### src/hw/led_pattern_pkg.sv
// Overview of operation
// - period codes 0..0x7E repeat blinking
// - code 0x7F runs the pattern once
// - rise and fall codes 0..0xF
// - scaling factor multiplies ramp durations
// - ramp shape linear or logarithmic
// - steady current except PWM during ramps
// - separate rise and fall durations
// - own current level per channel
// - timers take 0..255 on fraction
// - on time includes rise; fall follows
// - per channel source; 0x08 puts channel 1 on the first timer
// - second timer starts in one of four slots
// - pulses cut at period end
package led_pattern_pkg;

	// -------------------------------------------------------------
	// timing
	// -------------------------------------------------------------
	localparam int CLK_PERIOD_NS   = 4;
	localparam int PERIOD_UNIT_NS  = 4096;
	localparam int PERIOD_UNIT_CYC = (PERIOD_UNIT_NS + CLK_PERIOD_NS - 1) / CLK_PERIOD_NS;
	localparam int RAMP_UNIT_NS    = 2048;
	localparam int RAMP_UNIT_CYC   = (RAMP_UNIT_NS + CLK_PERIOD_NS - 1) / CLK_PERIOD_NS;
	localparam int PER_CNT_W       = 17;
	localparam int RAMP_CNT_W      = 16;
	localparam int NUM_CH          = 4;

	// -------------------------------------------------------------
	// codes and fields
	// -------------------------------------------------------------
	localparam logic [6:0] FP_ONE_SHOT   = 7'h7F;
	localparam logic [7:0] SLOT_STEP     = 8'h40;
	localparam logic [7:0] DUTY_FULL     = 8'hFF;
	localparam logic [7:0] DUTY_OFF      = 8'h00;
	localparam logic [7:0] PHASE_LAST    = 8'hFF;
	localparam int         PER_LOG_BIT   = 7;
	localparam int         PER_SCALE_LSB = 8;
	localparam int         T2_SLOT_LSB   = 8;
	localparam int         RAMP_FALL_LSB = 4;
	localparam int         ST_DONE_BIT   = 8;
	localparam int         ST_T1_BIT     = 9;
	localparam int         ST_T2_BIT     = 10;

	typedef enum logic [1:0] {
		SRC_OFF    = 2'h0,
		SRC_ON     = 2'h1,
		SRC_FIRST_BLINK_TIMER = 2'h2,
		SRC_SECOND_BLINK_TIMER = 2'h3
	} src_sel_e;

	// -------------------------------------------------------------
	// register map
	// -------------------------------------------------------------
	localparam logic [7:0] ADDR_PERIOD = 8'h00;
	localparam logic [7:0] ADDR_FIRST_BLINK_TIMER = 8'h04;
	localparam logic [7:0] ADDR_SECOND_BLINK_TIMER = 8'h08;
	localparam logic [7:0] ADDR_SOURCE = 8'h0C;
	localparam logic [7:0] ADDR_RAMP   = 8'h10;
	localparam logic [7:0] ADDR_CUR0   = 8'h14;
	localparam logic [7:0] ADDR_STEP   = 8'h04;
	localparam logic [7:0] ADDR_STATUS = 8'h24;

	function automatic logic in_window(input logic [7:0] phase,
		input logic [7:0] start, input logic [7:0] len);
		logic [7:0] ofs;
		ofs = phase - start;
		return (phase >= start) && (ofs < len);
	endfunction

	function automatic logic [RAMP_CNT_W-1:0] ramp_limit(input logic [3:0] code,
		input logic [1:0] scale);
		logic [RAMP_CNT_W-1:0] base;
		base = RAMP_CNT_W'(int'(code) * RAMP_UNIT_CYC);
		return base << scale;
	endfunction

	function automatic logic [PER_CNT_W-1:0] period_limit(input logic [6:0] code);
		return PER_CNT_W'((int'(code) + 1) * PERIOD_UNIT_CYC);
	endfunction

endpackage

### src/hw/brightness_ramp.sv
module brightness_ramp
	import led_pattern_pkg::*;
(
	input  wire logic       ref_clk_i,
	input  wire logic       rst_n_i,
	input  wire logic       ce_i,
	input  wire logic       on_i,
	input  wire logic [3:0] rise_code_i,
	input  wire logic [3:0] fall_code_i,
	input  wire logic [1:0] scale_i,
	input  wire logic       log_shape_i,
	output logic      [7:0] duty_o
);

	typedef enum logic [1:0] {ST_LOW, ST_RISE, ST_HIGH, ST_FALL} ramp_state_e;

	ramp_state_e           state_ff,  nxt_state;
	logic [7:0]            level_ff,  nxt_level;
	logic [RAMP_CNT_W-1:0] cnt_ff,    nxt_cnt;
	logic [7:0]            duty_ff,   nxt_duty;
	logic [RAMP_CNT_W-1:0] limit;
	logic                  step_due;
	logic [15:0]           sq;

	always_comb begin
		nxt_state = state_ff;
		nxt_level = level_ff;
		nxt_cnt   = cnt_ff;
		limit     = ramp_limit(on_i ? rise_code_i : fall_code_i, scale_i);
		step_due  = (limit == '0) || (cnt_ff >= limit - 1'b1);
		case (state_ff)
			ST_LOW: begin
				if (on_i) begin
					nxt_state = ST_RISE;
					nxt_cnt   = '0;
				end
			end
			ST_RISE: begin
				if (!on_i) begin
					nxt_state = ST_FALL;
					nxt_cnt   = '0;
				end else if (step_due) begin
					nxt_cnt   = '0;
					nxt_level = (limit == '0) ? DUTY_FULL : level_ff + 1'b1;
					if (limit == '0 || level_ff == DUTY_FULL - 1'b1) begin
						nxt_state = ST_HIGH;
					end
				end else begin
					nxt_cnt = cnt_ff + 1'b1;
				end
			end
			ST_HIGH: begin
				if (!on_i) begin
					nxt_state = ST_FALL;
					nxt_cnt   = '0;
				end
			end
			ST_FALL: begin
				if (on_i) begin
					nxt_state = ST_RISE;
					nxt_cnt   = '0;
				end else if (step_due) begin
					nxt_cnt   = '0;
					nxt_level = (limit == '0) ? DUTY_OFF : level_ff - 1'b1;
					if (limit == '0 || level_ff == DUTY_OFF + 1'b1) begin
						nxt_state = ST_LOW;
					end
				end else begin
					nxt_cnt = cnt_ff + 1'b1;
				end
			end
			default: begin
				nxt_state = ST_LOW;
				nxt_level = DUTY_OFF;
			end
		endcase
		sq       = {8'h00, level_ff} * ({8'h00, level_ff} + 16'h0001);
		nxt_duty = log_shape_i ? sq[15:8] : level_ff;
	end

	always_ff @(posedge ref_clk_i) begin
		if (!rst_n_i) begin
			state_ff <= ST_LOW;
			level_ff <= DUTY_OFF;
			cnt_ff   <= '0;
			duty_ff  <= DUTY_OFF;
		end else if (ce_i) begin
			state_ff <= nxt_state;
			level_ff <= nxt_level;
			cnt_ff   <= nxt_cnt;
			duty_ff  <= nxt_duty;
		end
	end

	assign duty_o = duty_ff;

endmodule // brightness_ramp

### src/hw/pwm_modulator.sv
module pwm_modulator
	import led_pattern_pkg::*;
(
	input  wire logic       ref_clk_i,
	input  wire logic       rst_n_i,
	input  wire logic       ce_i,
	input  wire logic [7:0] pwm_cnt_i,
	input  wire logic [7:0] duty_i,
	output logic            on_o
);

	logic on_ff, nxt_on;

	always_comb begin
		nxt_on = (duty_i == DUTY_FULL) || (duty_i > pwm_cnt_i);
	end

	always_ff @(posedge ref_clk_i) begin
		if (!rst_n_i) begin
			on_ff <= 1'b0;
		end else if (ce_i) begin
			on_ff <= nxt_on;
		end
	end

	assign on_o = on_ff;

endmodule // pwm_modulator

### src/hw/led_pattern_top.sv
// Chosen here: the AHB-Lite slave port and the address map.
module led_pattern_top
	import led_pattern_pkg::*;
(
	input  wire logic                    ref_clk_i,
	input  wire logic                    rst_n_i,
	input  wire logic                    ce_i,
	input  wire logic                    hsel_i,
	input  wire logic [31:0]             haddr_i,
	input  wire logic [1:0]              htrans_i,
	input  wire logic                    hwrite_i,
	input  wire logic [2:0]              hsize_i,
	input  wire logic [31:0]             hwdata_i,
	input  wire logic                    hready_i,
	output logic      [31:0]             hrdata_o,
	output logic                         hreadyout_o,
	output logic                         hresp_o,
	output logic      [NUM_CH-1:0]       ch_on_o,
	output logic      [NUM_CH-1:0][7:0]  channel_current_level_o
);

	typedef enum logic {PER_RUN, PER_DONE} period_state_e;

	// -------------------------------------------------------------
	// bus slave state
	// -------------------------------------------------------------
	logic        wr_pend_ff,  nxt_wr_pend;
	logic [7:0]  wr_addr_ff,  nxt_wr_addr;
	logic [31:0] hrdata_ff,   nxt_hrdata;
	logic        addr_phase;
	logic [31:0] rd_word;

	// -------------------------------------------------------------
	// configuration registers
	// -------------------------------------------------------------
	logic [6:0]             period_ff,  nxt_period;
	logic                   log_ff,     nxt_log;
	logic [1:0]             scale_ff,   nxt_scale;
	logic [7:0]             ton1_ff,    nxt_ton1;
	logic [7:0]             ton2_ff,    nxt_ton2;
	logic [1:0]             slot_ff,    nxt_slot;
	logic [7:0]             src_ff,     nxt_src;
	logic [3:0]             rise_ff,    nxt_rise;
	logic [3:0]             fall_ff,    nxt_fall;
	logic [NUM_CH-1:0][7:0] cur_ff,     nxt_cur;
	logic                   restart;

	// -------------------------------------------------------------
	// pattern state
	// -------------------------------------------------------------
	period_state_e          pstate_ff,  nxt_pstate;
	logic [PER_CNT_W-1:0]   div_ff,     nxt_div;
	logic [7:0]             phase_ff,   nxt_phase;
	logic                   t1_on_ff,   nxt_t1_on;
	logic                   t2_on_ff,   nxt_t2_on;
	logic [7:0]             pwm_cnt_ff, nxt_pwm_cnt;
	logic [7:0]             t2_start;
	logic [7:0]             duty1;
	logic [7:0]             duty2;
	logic [NUM_CH-1:0][7:0] ch_duty;
	logic                   phase_end;

	// -------------------------------------------------------------
	// bus slave
	// -------------------------------------------------------------
	always_comb begin
		addr_phase = hsel_i && hready_i && htrans_i[1];
		rd_word    = '0;
		case (haddr_i[7:0])
			ADDR_PERIOD: rd_word = {22'h0, scale_ff, log_ff, period_ff};
			ADDR_FIRST_BLINK_TIMER: rd_word = {24'h0, ton1_ff};
			ADDR_SECOND_BLINK_TIMER: rd_word = {22'h0, slot_ff, ton2_ff};
			ADDR_SOURCE: rd_word = {24'h0, src_ff};
			ADDR_RAMP:   rd_word = {24'h0, fall_ff, rise_ff};
			ADDR_STATUS: rd_word = {21'h0, t2_on_ff, t1_on_ff,
				pstate_ff == PER_DONE, phase_ff};
			default: begin
				for (int n = 0; n < NUM_CH; n++) begin
					if (haddr_i[7:0] == ADDR_CUR0 + 8'(n) * ADDR_STEP) begin
						rd_word = {24'h0, cur_ff[n]};
					end
				end
			end
		endcase
		nxt_wr_pend = addr_phase && hwrite_i;
		nxt_wr_addr = addr_phase ? haddr_i[7:0] : wr_addr_ff;
		// read data held for the data phase; unmapped reads give zero
		nxt_hrdata  = (addr_phase && !hwrite_i) ? rd_word : hrdata_ff;
	end

	always_ff @(posedge ref_clk_i) begin
		if (!rst_n_i) begin
			wr_pend_ff <= 1'b0;
			wr_addr_ff <= '0;
			hrdata_ff  <= '0;
		end else if (ce_i) begin
			wr_pend_ff <= nxt_wr_pend;
			wr_addr_ff <= nxt_wr_addr;
			hrdata_ff  <= nxt_hrdata;
		end
	end

	// zero wait states, always OKAY
	assign hrdata_o    = hrdata_ff;
	assign hreadyout_o = 1'b1;
	assign hresp_o     = 1'b0;

	// -------------------------------------------------------------
	// register writes
	// -------------------------------------------------------------
	always_comb begin
		nxt_period = period_ff;
		nxt_log    = log_ff;
		nxt_scale  = scale_ff;
		nxt_ton1   = ton1_ff;
		nxt_ton2   = ton2_ff;
		nxt_slot   = slot_ff;
		nxt_src    = src_ff;
		nxt_rise   = rise_ff;
		nxt_fall   = fall_ff;
		nxt_cur    = cur_ff;
		restart    = 1'b0;
		if (wr_pend_ff) begin
			case (wr_addr_ff)
				ADDR_PERIOD: begin
					nxt_period = hwdata_i[6:0];
					nxt_log    = hwdata_i[PER_LOG_BIT];
					nxt_scale  = hwdata_i[PER_SCALE_LSB +: 2];
					restart    = 1'b1;
				end
				ADDR_FIRST_BLINK_TIMER: nxt_ton1 = hwdata_i[7:0];
				ADDR_SECOND_BLINK_TIMER: begin
					nxt_ton2 = hwdata_i[7:0];
					nxt_slot = hwdata_i[T2_SLOT_LSB +: 2];
				end
				ADDR_SOURCE: nxt_src = hwdata_i[7:0];
				ADDR_RAMP: begin
					nxt_rise = hwdata_i[3:0];
					nxt_fall = hwdata_i[RAMP_FALL_LSB +: 4];
				end
				default: begin
					for (int n = 0; n < NUM_CH; n++) begin
						if (wr_addr_ff == ADDR_CUR0 + 8'(n) * ADDR_STEP) begin
							nxt_cur[n] = hwdata_i[7:0];
						end
					end
				end
			endcase
		end
	end

	always_ff @(posedge ref_clk_i) begin
		if (!rst_n_i) begin
			period_ff <= '0;
			log_ff    <= 1'b0;
			scale_ff  <= '0;
			ton1_ff   <= '0;
			ton2_ff   <= '0;
			slot_ff   <= '0;
			src_ff    <= '0;
			rise_ff   <= '0;
			fall_ff   <= '0;
			cur_ff    <= '0;
		end else if (ce_i) begin
			period_ff <= nxt_period;
			log_ff    <= nxt_log;
			scale_ff  <= nxt_scale;
			ton1_ff   <= nxt_ton1;
			ton2_ff   <= nxt_ton2;
			slot_ff   <= nxt_slot;
			src_ff    <= nxt_src;
			rise_ff   <= nxt_rise;
			fall_ff   <= nxt_fall;
			cur_ff    <= nxt_cur;
		end
	end

	// -------------------------------------------------------------
	// flash period and timers
	// -------------------------------------------------------------
	always_comb begin
		nxt_pstate  = pstate_ff;
		nxt_div     = div_ff;
		nxt_phase   = phase_ff;
		nxt_pwm_cnt = pwm_cnt_ff + 1'b1;
		phase_end   = div_ff >= period_limit(period_ff) - 1'b1;
		t2_start    = SLOT_STEP * {6'h00, slot_ff};
		case (pstate_ff)
			PER_RUN: begin
				if (phase_end) begin
					nxt_div = '0;
					if (phase_ff == PHASE_LAST) begin
						if (period_ff == FP_ONE_SHOT) begin
							nxt_pstate = PER_DONE;
						end
						nxt_phase = '0;
					end else begin
						nxt_phase = phase_ff + 1'b1;
					end
				end else begin
					nxt_div = div_ff + 1'b1;
				end
			end
			PER_DONE: nxt_div = '0;
			default:  nxt_pstate = PER_RUN;
		endcase
		// a period write starts a fresh pattern, also after a one shot
		if (restart) begin
			nxt_pstate = PER_RUN;
			nxt_div    = '0;
			nxt_phase  = '0;
		end
		nxt_t1_on = (nxt_pstate == PER_RUN) && in_window(nxt_phase, 8'h00, ton1_ff);
		nxt_t2_on = (nxt_pstate == PER_RUN) && in_window(nxt_phase, t2_start, ton2_ff);
	end

	always_ff @(posedge ref_clk_i) begin
		if (!rst_n_i) begin
			pstate_ff  <= PER_RUN;
			div_ff     <= '0;
			phase_ff   <= '0;
			t1_on_ff   <= 1'b0;
			t2_on_ff   <= 1'b0;
			pwm_cnt_ff <= '0;
		end else if (ce_i) begin
			pstate_ff  <= nxt_pstate;
			div_ff     <= nxt_div;
			phase_ff   <= nxt_phase;
			t1_on_ff   <= nxt_t1_on;
			t2_on_ff   <= nxt_t2_on;
			pwm_cnt_ff <= nxt_pwm_cnt;
		end
	end

	// -------------------------------------------------------------
	// ramps
	// -------------------------------------------------------------
	brightness_ramp u_ramp1 (
		.ref_clk_i   (ref_clk_i),
		.rst_n_i     (rst_n_i),
		.ce_i        (ce_i),
		.on_i        (t1_on_ff),
		.rise_code_i (rise_ff),
		.fall_code_i (fall_ff),
		.scale_i     (scale_ff),
		.log_shape_i (log_ff),
		.duty_o      (duty1)
	);

	brightness_ramp u_ramp2 (
		.ref_clk_i   (ref_clk_i),
		.rst_n_i     (rst_n_i),
		.ce_i        (ce_i),
		.on_i        (t2_on_ff),
		.rise_code_i (rise_ff),
		.fall_code_i (fall_ff),
		.scale_i     (scale_ff),
		.log_shape_i (log_ff),
		.duty_o      (duty2)
	);

	// -------------------------------------------------------------
	// channel outputs
	// -------------------------------------------------------------
	always_comb begin
		for (int n = 0; n < NUM_CH; n++) begin
			case (src_sel_e'(src_ff[2*n +: 2]))
				SRC_OFF:    ch_duty[n] = DUTY_OFF;
				SRC_ON:     ch_duty[n] = DUTY_FULL;
				SRC_FIRST_BLINK_TIMER: ch_duty[n] = duty1;
				SRC_SECOND_BLINK_TIMER: ch_duty[n] = duty2;
				default:    ch_duty[n] = DUTY_OFF;
			endcase
		end
	end

	for (genvar g = 0; g < NUM_CH; g++) begin : g_ch
		pwm_modulator u_pwm (
			.ref_clk_i (ref_clk_i),
			.rst_n_i   (rst_n_i),
			.ce_i      (ce_i),
			.pwm_cnt_i (pwm_cnt_ff),
			.duty_i    (ch_duty[g]),
			.on_o      (ch_on_o[g])
		);
	end

	// current level comes straight from its register
	assign channel_current_level_o = cur_ff;

endmodule // led_pattern_top

### config.mk
export PLATFORM = sky130hd
export DESIGN_NAME = led_pattern_top
export DESIGN_NICKNAME = d
export VERILOG_FILES = /design/src/hw/led_pattern_pkg.sv /design/src/hw/brightness_ramp.sv /design/src/hw/pwm_modulator.sv /design/src/hw/led_pattern_top.sv
export SDC_FILE = /design/constraint.sdc
export NUM_CORES = 1
export LEC_CHECK = 0
export BUFFER_PORTS_ARGS = -buffer_cell sky130_fd_sc_hd__buf_2
export CAP_MARGIN = 40
export CORE_MARGIN = 3
export CORE_UTILIZATION = 45
export CTS_BUF_LIST = sky130_fd_sc_hd__clkbuf_8 sky130_fd_sc_hd__clkbuf_16
export DETAILED_ROUTE_END_ITERATION = 8
export PLACE_DENSITY = 0.69
export SYNTH_ARGS = -nofsm -noshare
export SYNTH_HDL_FRONTEND = slang
export SYNTH_SLANG_ARGS = --single-unit
### constraint.sdc
create_clock -name ref_clk_i -period 5.5 [get_ports ref_clk_i]
set_clock_uncertainty 0.05 [all_clocks]
set_input_delay 0 -clock ref_clk_i [delete_from_list [all_inputs] [get_ports ref_clk_i]]
set_output_delay 0 -clock ref_clk_i [all_outputs]
set_load 0.05 [all_outputs]
* Word-level counts from Yosys, hierarchy flattened
Cells that the tools add are included.
** Operators by class
- Add/subtract/negate cells :: 16
- Multiply operators :: 2
- Div/mod/pow operators :: 0
- $lt $le $gt $ge :: 11
- Equal/unequal tests :: 65
- Shift-type cells :: 2
- Mux-type cells :: 71
- Bitwise gates (word level) :: 3
- Reductions and logical operators :: 49
** Operator list (number)
- 32-bit case mux with 6 select lines :: 1
- 16-bit two-way mux :: 10
- 8-bit two-way mux :: 19
- 16-bit case mux with 4 select lines :: 2
- 8-bit case mux with 4 select lines :: 4
- 32-bit two-way mux :: 3
- 8-bit by 5-bit equality test with 1-bit output, second input constant :: 8
- 8-bit equality test, second input constant :: 7
- 17-bit two-way mux :: 2
- 17-bit case mux with 2 select lines :: 1
- 16-bit by 1-bit adder with 16-bit output, second input constant :: 2
- 8-bit by 1-bit adder with 8-bit output, second input constant :: 4
- 8-bit by 4-bit equality test with 1-bit output, second input constant :: 4
- 16-bit greater-or-equal comparator :: 2
- 8-bit > comparator :: 4
- 16-bit logical NOT :: 2
- 8-bit by 16-bit multiplier with 16-bit output :: 2
- 2-bit two-way mux :: 16
- 8-bit case mux with 2 select lines :: 2
- 13-bit by 2-bit left shift with 16-bit output :: 2
- 16-bit by 1-bit subtractor with 16-bit output, second input constant :: 2
- 2-bit equality test, second input constant :: 12
- 8-bit by 6-bit equality test with 1-bit output, second input constant :: 3
- 3-bit by 2-bit inequality test with 1-bit output, second input constant :: 8
- other kinds (32) :: 97
** Storage, ports and cells
- Register bits :: 225
- Latch bits :: 0
- Memory bits (writable) :: 0
- ROM bits :: 0
- Input port bits :: 75
- Output and inout bits :: 70
- Word-level logic and storage cells :: 253
- Memories :: 0

* Longest topological paths before layout
Gate-level depths: netlist of run 1.
- Depth after elaboration :: 10
- Gate-level depth with buffers :: 27
- Mapped depth without buffers :: 26

* Hierarchy
From an unflattened synthesis of run 1, not the netlist that was laid out.
** Unflattened totals
- Cells, all modules :: 2192
- Area, all modules :: 17750.8 µm²
** Modules (own cells, without submodules)
- led_pattern_top :: instances 1, cells an instance 922, area an instance 7337.0 µm², seq. area each 2642.5 µm²
- brightness_ramp at u_ramp2 :: instances 1, cells an instance 577, area an instance 4754.6 µm², seq. area each 680.7 µm²
- brightness_ramp at u_ramp1 :: instances 1, cells an instance 557, area an instance 4663.2 µm², seq. area each 680.7 µm²
- pwm_modulator :: instances 4, cells an instance 34, area an instance 249.0 µm², seq. area each 20.0 µm²

* Worst setup path before layout of run 1
Ideal clock, no wire load.
- Kind :: register to register
- Start :: register u_ramp1.level_ff[2]
- End :: register u_ramp1.duty_ff[7], in the netlist u_ramp1.duty_o[7]
- Library setup time :: 74 ps
- Data arrival time :: 5686 ps
- Required time :: 5376 ps
- Setup slack :: -310 ps
- Stages on the path, launching flop included :: 21
- Path buffers :: 2
- Period minus slack after synthesis :: 5810 ps
- Cell sequence :: dfxtp_1 clkbuf_1 clkbuf_1 nand2_1 nor3_1 nand2_1 ha_1 nand2b_1 fa_1 fa_1 inv_1 fa_1 fa_1 ha_1 o21a_1 a211oi_1 nor3_1 a2111oi_0 o2bb2ai_1 nand4_1 a31oi_1
** On the way
- Cells in the longest elaborated chain, start to end :: 3
** RTL lines
- start: declaration :: line brightness_ramp.sv:18 : logic [7:0] level_ff, nxt_level;
- start signal: assignment :: line brightness_ramp.sv:89 : level_ff <= nxt_level;
- 8-bit by 1-bit adder with 9-bit output :: line brightness_ramp.sv:77 : sq = {8'h00, level_ff} * ({8'h00, level_ff} + 16'h0001);
- 8-bit by 16-bit multiplier with 16-bit output * :: line brightness_ramp.sv:77
- 8-bit two-way mux * :: line brightness_ramp.sv:78 : nxt_duty = log_shape_i ? sq[15:8] : level_ff;
- end signal: assignment :: line brightness_ramp.sv:91 : duty_ff <= nxt_duty;
- end: declaration :: line brightness_ramp.sv:20 : logic [7:0] duty_ff, nxt_duty;
Every way passes the cells marked *; elsewhere a longest branch is shown, timed or not.
A chain may end at the register's enable or synchronous reset.

* Final worst setup path of run 1
- Start :: register u_ramp2.level_ff[1]
- End :: register u_ramp2.duty_ff[7], in the netlist u_ramp2.duty_o[7]
** On the way
- Cells in the longest elaborated chain, start to end :: 3
** RTL lines (line)
- start: declaration :: brightness_ramp.sv:18
- start signal: assignment :: brightness_ramp.sv:89
- 8-bit by 1-bit adder with 9-bit output :: brightness_ramp.sv:77
- 8-bit by 16-bit multiplier with 16-bit output * :: brightness_ramp.sv:77
- 8-bit two-way mux * :: brightness_ramp.sv:78
- end signal: assignment :: brightness_ramp.sv:91
- end: declaration :: brightness_ramp.sv:20
Marks and branches as above.

==> results of run 1 <==
## critical path, stage by stage, from the launching register on
cell and delay, ps:
dfxtp_4 370, ha_2 180, nand3_1 90, or2_2 330
ha_4 220, buf_4 160, nand2b_1 150, fa_1 450
fa_1 490, inv_1 60, fa_1 550, fa_1 460
ha_4 300, nand3_1 90, o211ai_1 290, a31oi_2 170
o21bai_1 230, a21oi_1 120, xnor2_1 140, a311oi_1 240
## flip-flops by register name, summed over array words and instances (netlist names), 8 cells and up
signal / count
u_ramp1.cnt_ff: 16
u_ramp2.cnt_ff: 16
u_ramp2.level_ff: 8
src_ff: 8
u_ramp2.duty_o: 8
pwm_cnt_ff: 8
phase_ff: 8
div_ff: 17
channel_current_level_o: 32
ton1_ff: 8
u_ramp1.duty_o: 8
hrdata_o: 11
ton2_ff: 8
wr_addr_ff: 8
u_ramp1.level_ff: 8
## final cells by class
type                       instances  area, µm²
clock inverter                    15      131.4
multi-input combinational       1661      12300
fill                            3618      18350
sequential                       204       4103
clock buffer                      26      616.8
timing repair buffer             168       1141
inverter                         171      644.4
tap                              511      639.4
## how the worst max path moves through the flow
stage / startpoint / end / slack (ps) / depth (start not counted)
detailed placement: u_ramp1.level_ff[1] / u_ramp1.duty_o[7] / 20 / 21
CTS: u_ramp1.level_ff[1] / u_ramp1.duty_o[7] / -20 / 21
global route: period_ff[1] / t2_on_ff / -40 / 26
finish: u_ramp2.level_ff[1] / u_ramp2.duty_o[7] / 250 / 19
global placement: u_ramp1.level_ff[1] / u_ramp1.duty_o[7] / 120 / 19
floorplan: u_ramp1.level_ff[2] / u_ramp1.duty_o[7] / 120 / 20
## through the flow
| stage | total power, µW | cells | utilization [%] | area [µm²] | setup TNS (ps) |
|---|---|---|---|---|---|
| final | 3336 | 2756 | 51.61 | 19580 | 0 |
| after global routing | 3439 | 2756 | 51.61 | 19580 | -62.51 |
| after detailed placement | 1809 | 2689 | 48.43 | 18370 | 0 |
| after floorplan | 1749 | 2198 | - | 17560 | 0 |
| after global placement | 1803 | 2686 | 48.37 | 18350 | 0 |
| after CTS | 3353 | 2750 | 50.95 | 19330 | -16.86 |
## cells by family after synthesis
kind of cell,count (synthesis),share of synthesized area (%)
xor gates and xnor gates,48,2.406
buffers and inverters,333,7.848
other,2,0.04298
DFF,204,23.37
AOI/OAI and AO/OA,497,17.49
muxes,105,6.187
and+or+nand+nor,736,21.13
adders and majority gates,252,21.53
## layout by cell type (no fill, tap or decap), types with 27 or more instances in the layout
master and instances:
o21ai_0 111, buf_4 76, inv_1 175, nor3_1 38, nor2b_1 27, fa_1 79
buf_2 71, xnor2_1 34, mux2i_1 90, ha_1 159, dfxtp_1 197, a31oi_1 45
nand2_1 131, nand2b_1 73, nand4_1 31, a21oi_1 185, nor2_1 224, nand3_1 64
## layer usage
metal  routed length, µm  vias to the layer above
met5                   0                        -
met4                1514                        0
met3                3292                      103
met2               22770                      530
met1               21900                     7654
li1                    -                     7644
## repair_timing
| action | in CTS | in global routing |
|---|---|---|
| endpoints found under the hold margin | 86 | 0 |
| hold buffers | 20 | 0 |
| pin swaps | 0 | 20 |
| buffers inserted | 0 | 6 |
| setup endpoints to repair | 2 | 10 |
| gates resized for setup | 2 | 52 |
## synthesized netlist by cell type, types with 17 or more instances
cell      instances  area share (%)
a21o_1           17            0.73
a21oi_1         186             5.3
a22oi_1          25             1.1
a31oi_1          46             1.6
and2_1           18            0.64
and3_1           26            0.93
buf_4            27             1.2
clkbuf_1        125             2.7
dfxtp_1         204              23
fa_1             81             9.3
ha_1            171              12
inv_1           170             3.7
mux2i_1          90             5.2
nand2_1         131             2.8
nand2b_1         73             2.6
nand3_1          65             1.9
nand4_1          31             1.1
nor2_1          226             4.9
nor2b_1          30             1.1
nor3_1           41             1.2
o21ai_0         116             3.3
or3_1            22            0.79
xnor2_1          34             1.7
## power by group
group,internal (µW),switching (µW)
Clock,897,646
Combinational,81.9,194
Sequential,1490,24.0
==> results.toml, run 1 <==
[cts]
path_clk_slew_ps = 60
cts.sinks = 204
cts_tree = "yes"
cts_buffers = 23
cts_max_level = 1
cts_max_path_buffers = 3
cts.root.buffer_cell = "clkbuf_16"
clkLatencyLatePin_ps = 540

[yosys]
async_flop_share_pct = 0
ys_warn_count = 0
synthCells = 2177
synth_area_per_cell_um2 = 8.026
netlist_area_um2 = 17470
synth-main-ff-cell = "dfxtp_1"
synth_seq_area_share_pct = 23.37
ys_ff_latch = 204
synth_edf_count = 0
ys_types = 76

[power_and_ir_drop]
power_density_nw_per_um2 = 170.4
ir_worst_vdd_uv = 230.3
p_leak_uw = 0.008404

[worst_setup_path]
startpoint_type = "flip-flop"
crit_fanout = 7
r2r-start = "u_ramp2.level_ff[1]"
setup.worst_path.end_class = "flip-flop"
cp.arrival_ps = 5640
path_class = "flip-flop to flip-flop"
ff2ff_path_depth = 19
crit_required_ps = 5880
timing.rr.end = "u_ramp2.duty_o[7]"
ff2ff_setup_slack_ps = 250

[global_routing]
grt.total_usage_pct = 23.30
grt_pass1_vias = 15430
antenna_found_initial = 1
grt_use_met3_pct = 3.559
busiest_layer = "met2"
grt_use_met2_pct = 38.80
grt_overflow_total = 0
grt_util_met1_pct = 31.24
grt_pass1_wl_mm = 79.87
grt_max_degree = 69

[drt]
firstDrtPassIters = 6
drt-initial-drc-count = 1224
avgViaCountPerCell = 5.780
ant_nets = 0
routed-via-count = 15930
route.detailed.drc = 0
routed_wl_mm = 49.47
post_drt_wl_per_cell_um = 17.95

[sta]
fmax_mhz = 190.3
setup_violations = 0
holdWs_ps = 15.76
min_period_ps = 5255
timing.final.crit_share_pct = 95.55
slew-limit-headroom_pct = 44.33
tightest_slew_ps = 832.0
hold_viol = 0
maxSlewViolCount = 0
worst_slack_ps = 245.0

[final_layout]
diodes = 0
fin_nets = 2556
syn2layout_area_growth_pct = 12.05
layout-drive-gt1-share_pct = 12.38

[die]
num_rows = 71
dieArea_um2 = 41230
core-area_um2 = 37930
die_w_um = 203.1
ioPinCount = 145
die_h_um = 203.1
initial_utilization_pct = 46.06

[hold_path]
min_to = "wr_addr_ff[1]"
worstHoldStart = "hready_i"
hp-class = "input pin to flip-flop"
hold_path_depth = 4

[place]
pre_cts_ws_ps = 19.06
hpwl_mm = 36.22
gp_congestion = 0.9318
port-buffer-count = 71

[status]
status = "finished, final reports clean"

[run]
cap_violations = 0
Note: power is estimated with default switching activity, not from simulation.
==> run 2: changes to the inputs <==
--- a/config.mk
+++ b/config.mk
@@ -12,6 +12,7 @@
 export CTS_BUF_LIST = sky130_fd_sc_hd__clkbuf_8 sky130_fd_sc_hd__clkbuf_16
 export DETAILED_ROUTE_END_ITERATION = 8
 export PLACE_DENSITY = 0.69
+export REMOVE_ABC_BUFFERS = 1
 export SYNTH_ARGS = -nofsm -noshare
 export SYNTH_HDL_FRONTEND = slang
 export SYNTH_SLANG_ARGS = --single-unit
==> run 2 against run 1 <==
- combinational power barely moved
- critical path depth did not move
- largest cell class unchanged
- highest routed layer unchanged
- worst hold slack improved by 13 ps
- setup slack got worse by 48 ps
- critical endpoint unchanged
- non-clock buffer count did not move
==> results.toml, run 2 (same netlist as run 1, synthesis figures left out) <==
[status]
status = "finished, final reports clean"

[power_and_ir_drop]
p_int_uw = 2555
power.share.combinational_pct = 8.0
switching_share_pct = 25.81
power_density_nw_per_um2 = 175.8
p_leak_uw = 0.008399
pwr-share-seq_pct = 44.0
power_frac_clock_pct = 48.0
switchingPower_uw = 889.2
ir_worst_vdd_uv = 194.6

[final_layout]
largest_register_ffs = 32
layout.cells.most_common = "nor2_1"
fin_nets = 2557
final_cells = 2759
diodes = 0
final.fill_count = 3629
mostFrequentLayoutCells = "nor2_1, dfxtp_1, a21oi_1"
syn2layout_area_growth_pct = 12.14
layout-drive-gt1-share_pct = 12.06
final_core_utilization_pct = 51.66

[worst_setup_path]
crit_fanout = 7
cpLargestDelayFamily = "adder cells"
ff2ff_path_depth = 19
crit_required_ps = 5880
r2r-start = "u_ramp2.level_ff[1]"
cp.arrival_ps = 5680
worst_path_largest_cell_delay_ps = 550
timing.rr.end = "u_ramp2.duty_o[7]"
path_buf_inv = 2
crit_top_cell = "fa_1"
ff2ff_setup_slack_ps = 200
path_class = "flip-flop to flip-flop"
startpoint_type = "flip-flop"
cp_cell_sequence = "ha_2, nand3_2, or2_2, ha_4, buf_4, nand2b_1, fa_1, fa_1, inv_1, fa_1, fa_1, ha_4, nand3_1, o211ai_1, a31oi_2, o21bai_1, a21oi_1, xnor2_1, a311oi_1"
critPathSlowestCell = "fa_1"
setup.worst_path.end_class = "flip-flop"
cp-startpoint = "u_ramp2.level_ff[1]"

[place]
gp_congestion = 0.9409
pre_cts_ws_ps = -22.57
port-buffer-count = 71
dp_cells = 2687
hpwl_mm = 34.78

[global_routing]
grt.total_usage_pct = 22.58
grt_pass1_wl_mm = 78.21
grt_pass1_vias = 15450
grt_overflow_total = 0
antenna_found_initial = 0
grt_max_degree = 79

[sta]
timing.final.crit_share_pct = 96.41
min_period_ps = 5303
setup_violations = 0
holdWs_ps = 28.32
hold_viol = 0
worst_slack_ps = 197.4
setup_tns_ps = 0
slew-limit-headroom_pct = 37.98
tightest_slew_ps = 926.9
fmax_mhz = 188.6
maxSlewViolCount = 0

[hold_path]
worstHoldStart = "hready_i"
min_to = "wr_addr_ff[7]"
hp-class = "input pin to flip-flop"
hold_path_depth = 4

[drt]
post_drt_wl_per_cell_um = 17.34
routed-via-count = 15970
route.detailed.drc = 0
ant_nets = 0
drt-initial-drc-count = 1304
routed_wl_mm = 47.85
avgViaCountPerCell = 5.788
firstDrtPassIters = 8

[die]
dieArea_um2 = 41230
num_rows = 71
die_h_um = 203.1
die_w_um = 203.1
ioPinCount = 145
core-area_um2 = 37930
initial_utilization_pct = 46.06

[cts]
cts_max_level = 1
path_clk_slew_ps = 60
cts.sinks = 204
cts.root.buffer_cell = "clkbuf_16"
cts_buffers = 24
clkLatencyLatePin_ps = 540
cts_max_path_buffers = 3
cts_tree = "yes"

[run]
cap_violations = 0
==> run 2: cell types whose count changed in the layout (fill, tap and decap cells not counted), moves of 3 or more <==
cell,delta
ha_1,+3
ha_4,-3
clkinvlp_4,+5
buf_4,-4
nor2b_2,-3
dlygate4sd3_1,+3
nor2b_1,+3
inv_1,-5
dfxtp_4,-3
==> run 2: how the worst max path moves through the flow <==
stage,end,slack [ps],cells after the start
after floorplan,u_ramp1.duty_o[7],-420,18
after global placement,u_ramp2.duty_o[7],90,20
after detailed placement,u_ramp2.duty_o[7],-20,18
after CTS,u_ramp1.duty_o[7],3,21
after global routing,u_ramp2.duty_o[6],-20,21
final,u_ramp2.duty_o[7],200,19
==> run 2: area by class of cell <==
cell class              instances  area [µm²]  area share (%)
flip-flops and latches        204        4093           20.89
well taps                     511       639.4           3.263
inverters                     171       644.4           3.288
clock buffers                  29       680.7           3.474
clock inverters                15       143.9          0.7343
repair buffers                168        1151           5.874
multi-input cells            1661       12240           62.48
==> run 2: timing repair <==
item                                    CTS  global route
buffers inserted                          1             4
gates cloned                              0             0
hold buffers                             23             0
endpoints found under the setup margin    1            10
endpoints found under the hold margin    88             0
gates resized for setup                   2            34
pin swaps                                 2            17
==> run 2: power groups by stage <==
stage / combinational [µW] / sequential [µW] / clock (µW)
4_1_cts: 271 / 1520 / 1680
6_report: 274 / 1520 / 1650
5_1_grt: 297 / 1520 / 1750
3_3_place_gp: 250 / 1550 / 0
2_1_floorplan: 153 / 1560 / 0
3_5_place_dp: 259 / 1550 / 0
==> run 2: worst reg2reg max path, cell delays in order, from the launching register on <==
cell and delay, ps:
dfxtp_4 370, ha_2 190, nand3_2 110, or2_2 350, ha_4 230, buf_4 150
nand2b_1 150, fa_1 480, fa_1 520, inv_1 60, fa_1 550, fa_1 460
ha_4 300, nand3_1 90, o211ai_1 290, a31oi_2 170, o21bai_1 200, a21oi_1 100
xnor2_1 130, a311oi_1 260
==> run 2: through the flow <==
stage	instance area [µm²]	power, µW
floorplan	16820	1708
global placement	18340	1798
detailed placement	18360	1807
CTS	19420	3469
global route	19600	3565
finish	19600	3444
==> run 2: routing by layer <==
| layer | GRT usage, % | vias up | wire length (µm) |
|---|---|---|---|
| li1 | - | 7664 | - |
| met1 | 30.08 | 7703 | 21250 |
| met2 | 38.70 | 515 | 22530 |
| met3 | 3.094 | 86 | 2940 |
| met4 | 5.826 | 0 | 1132 |
| met5 | 0 | - | 0 |
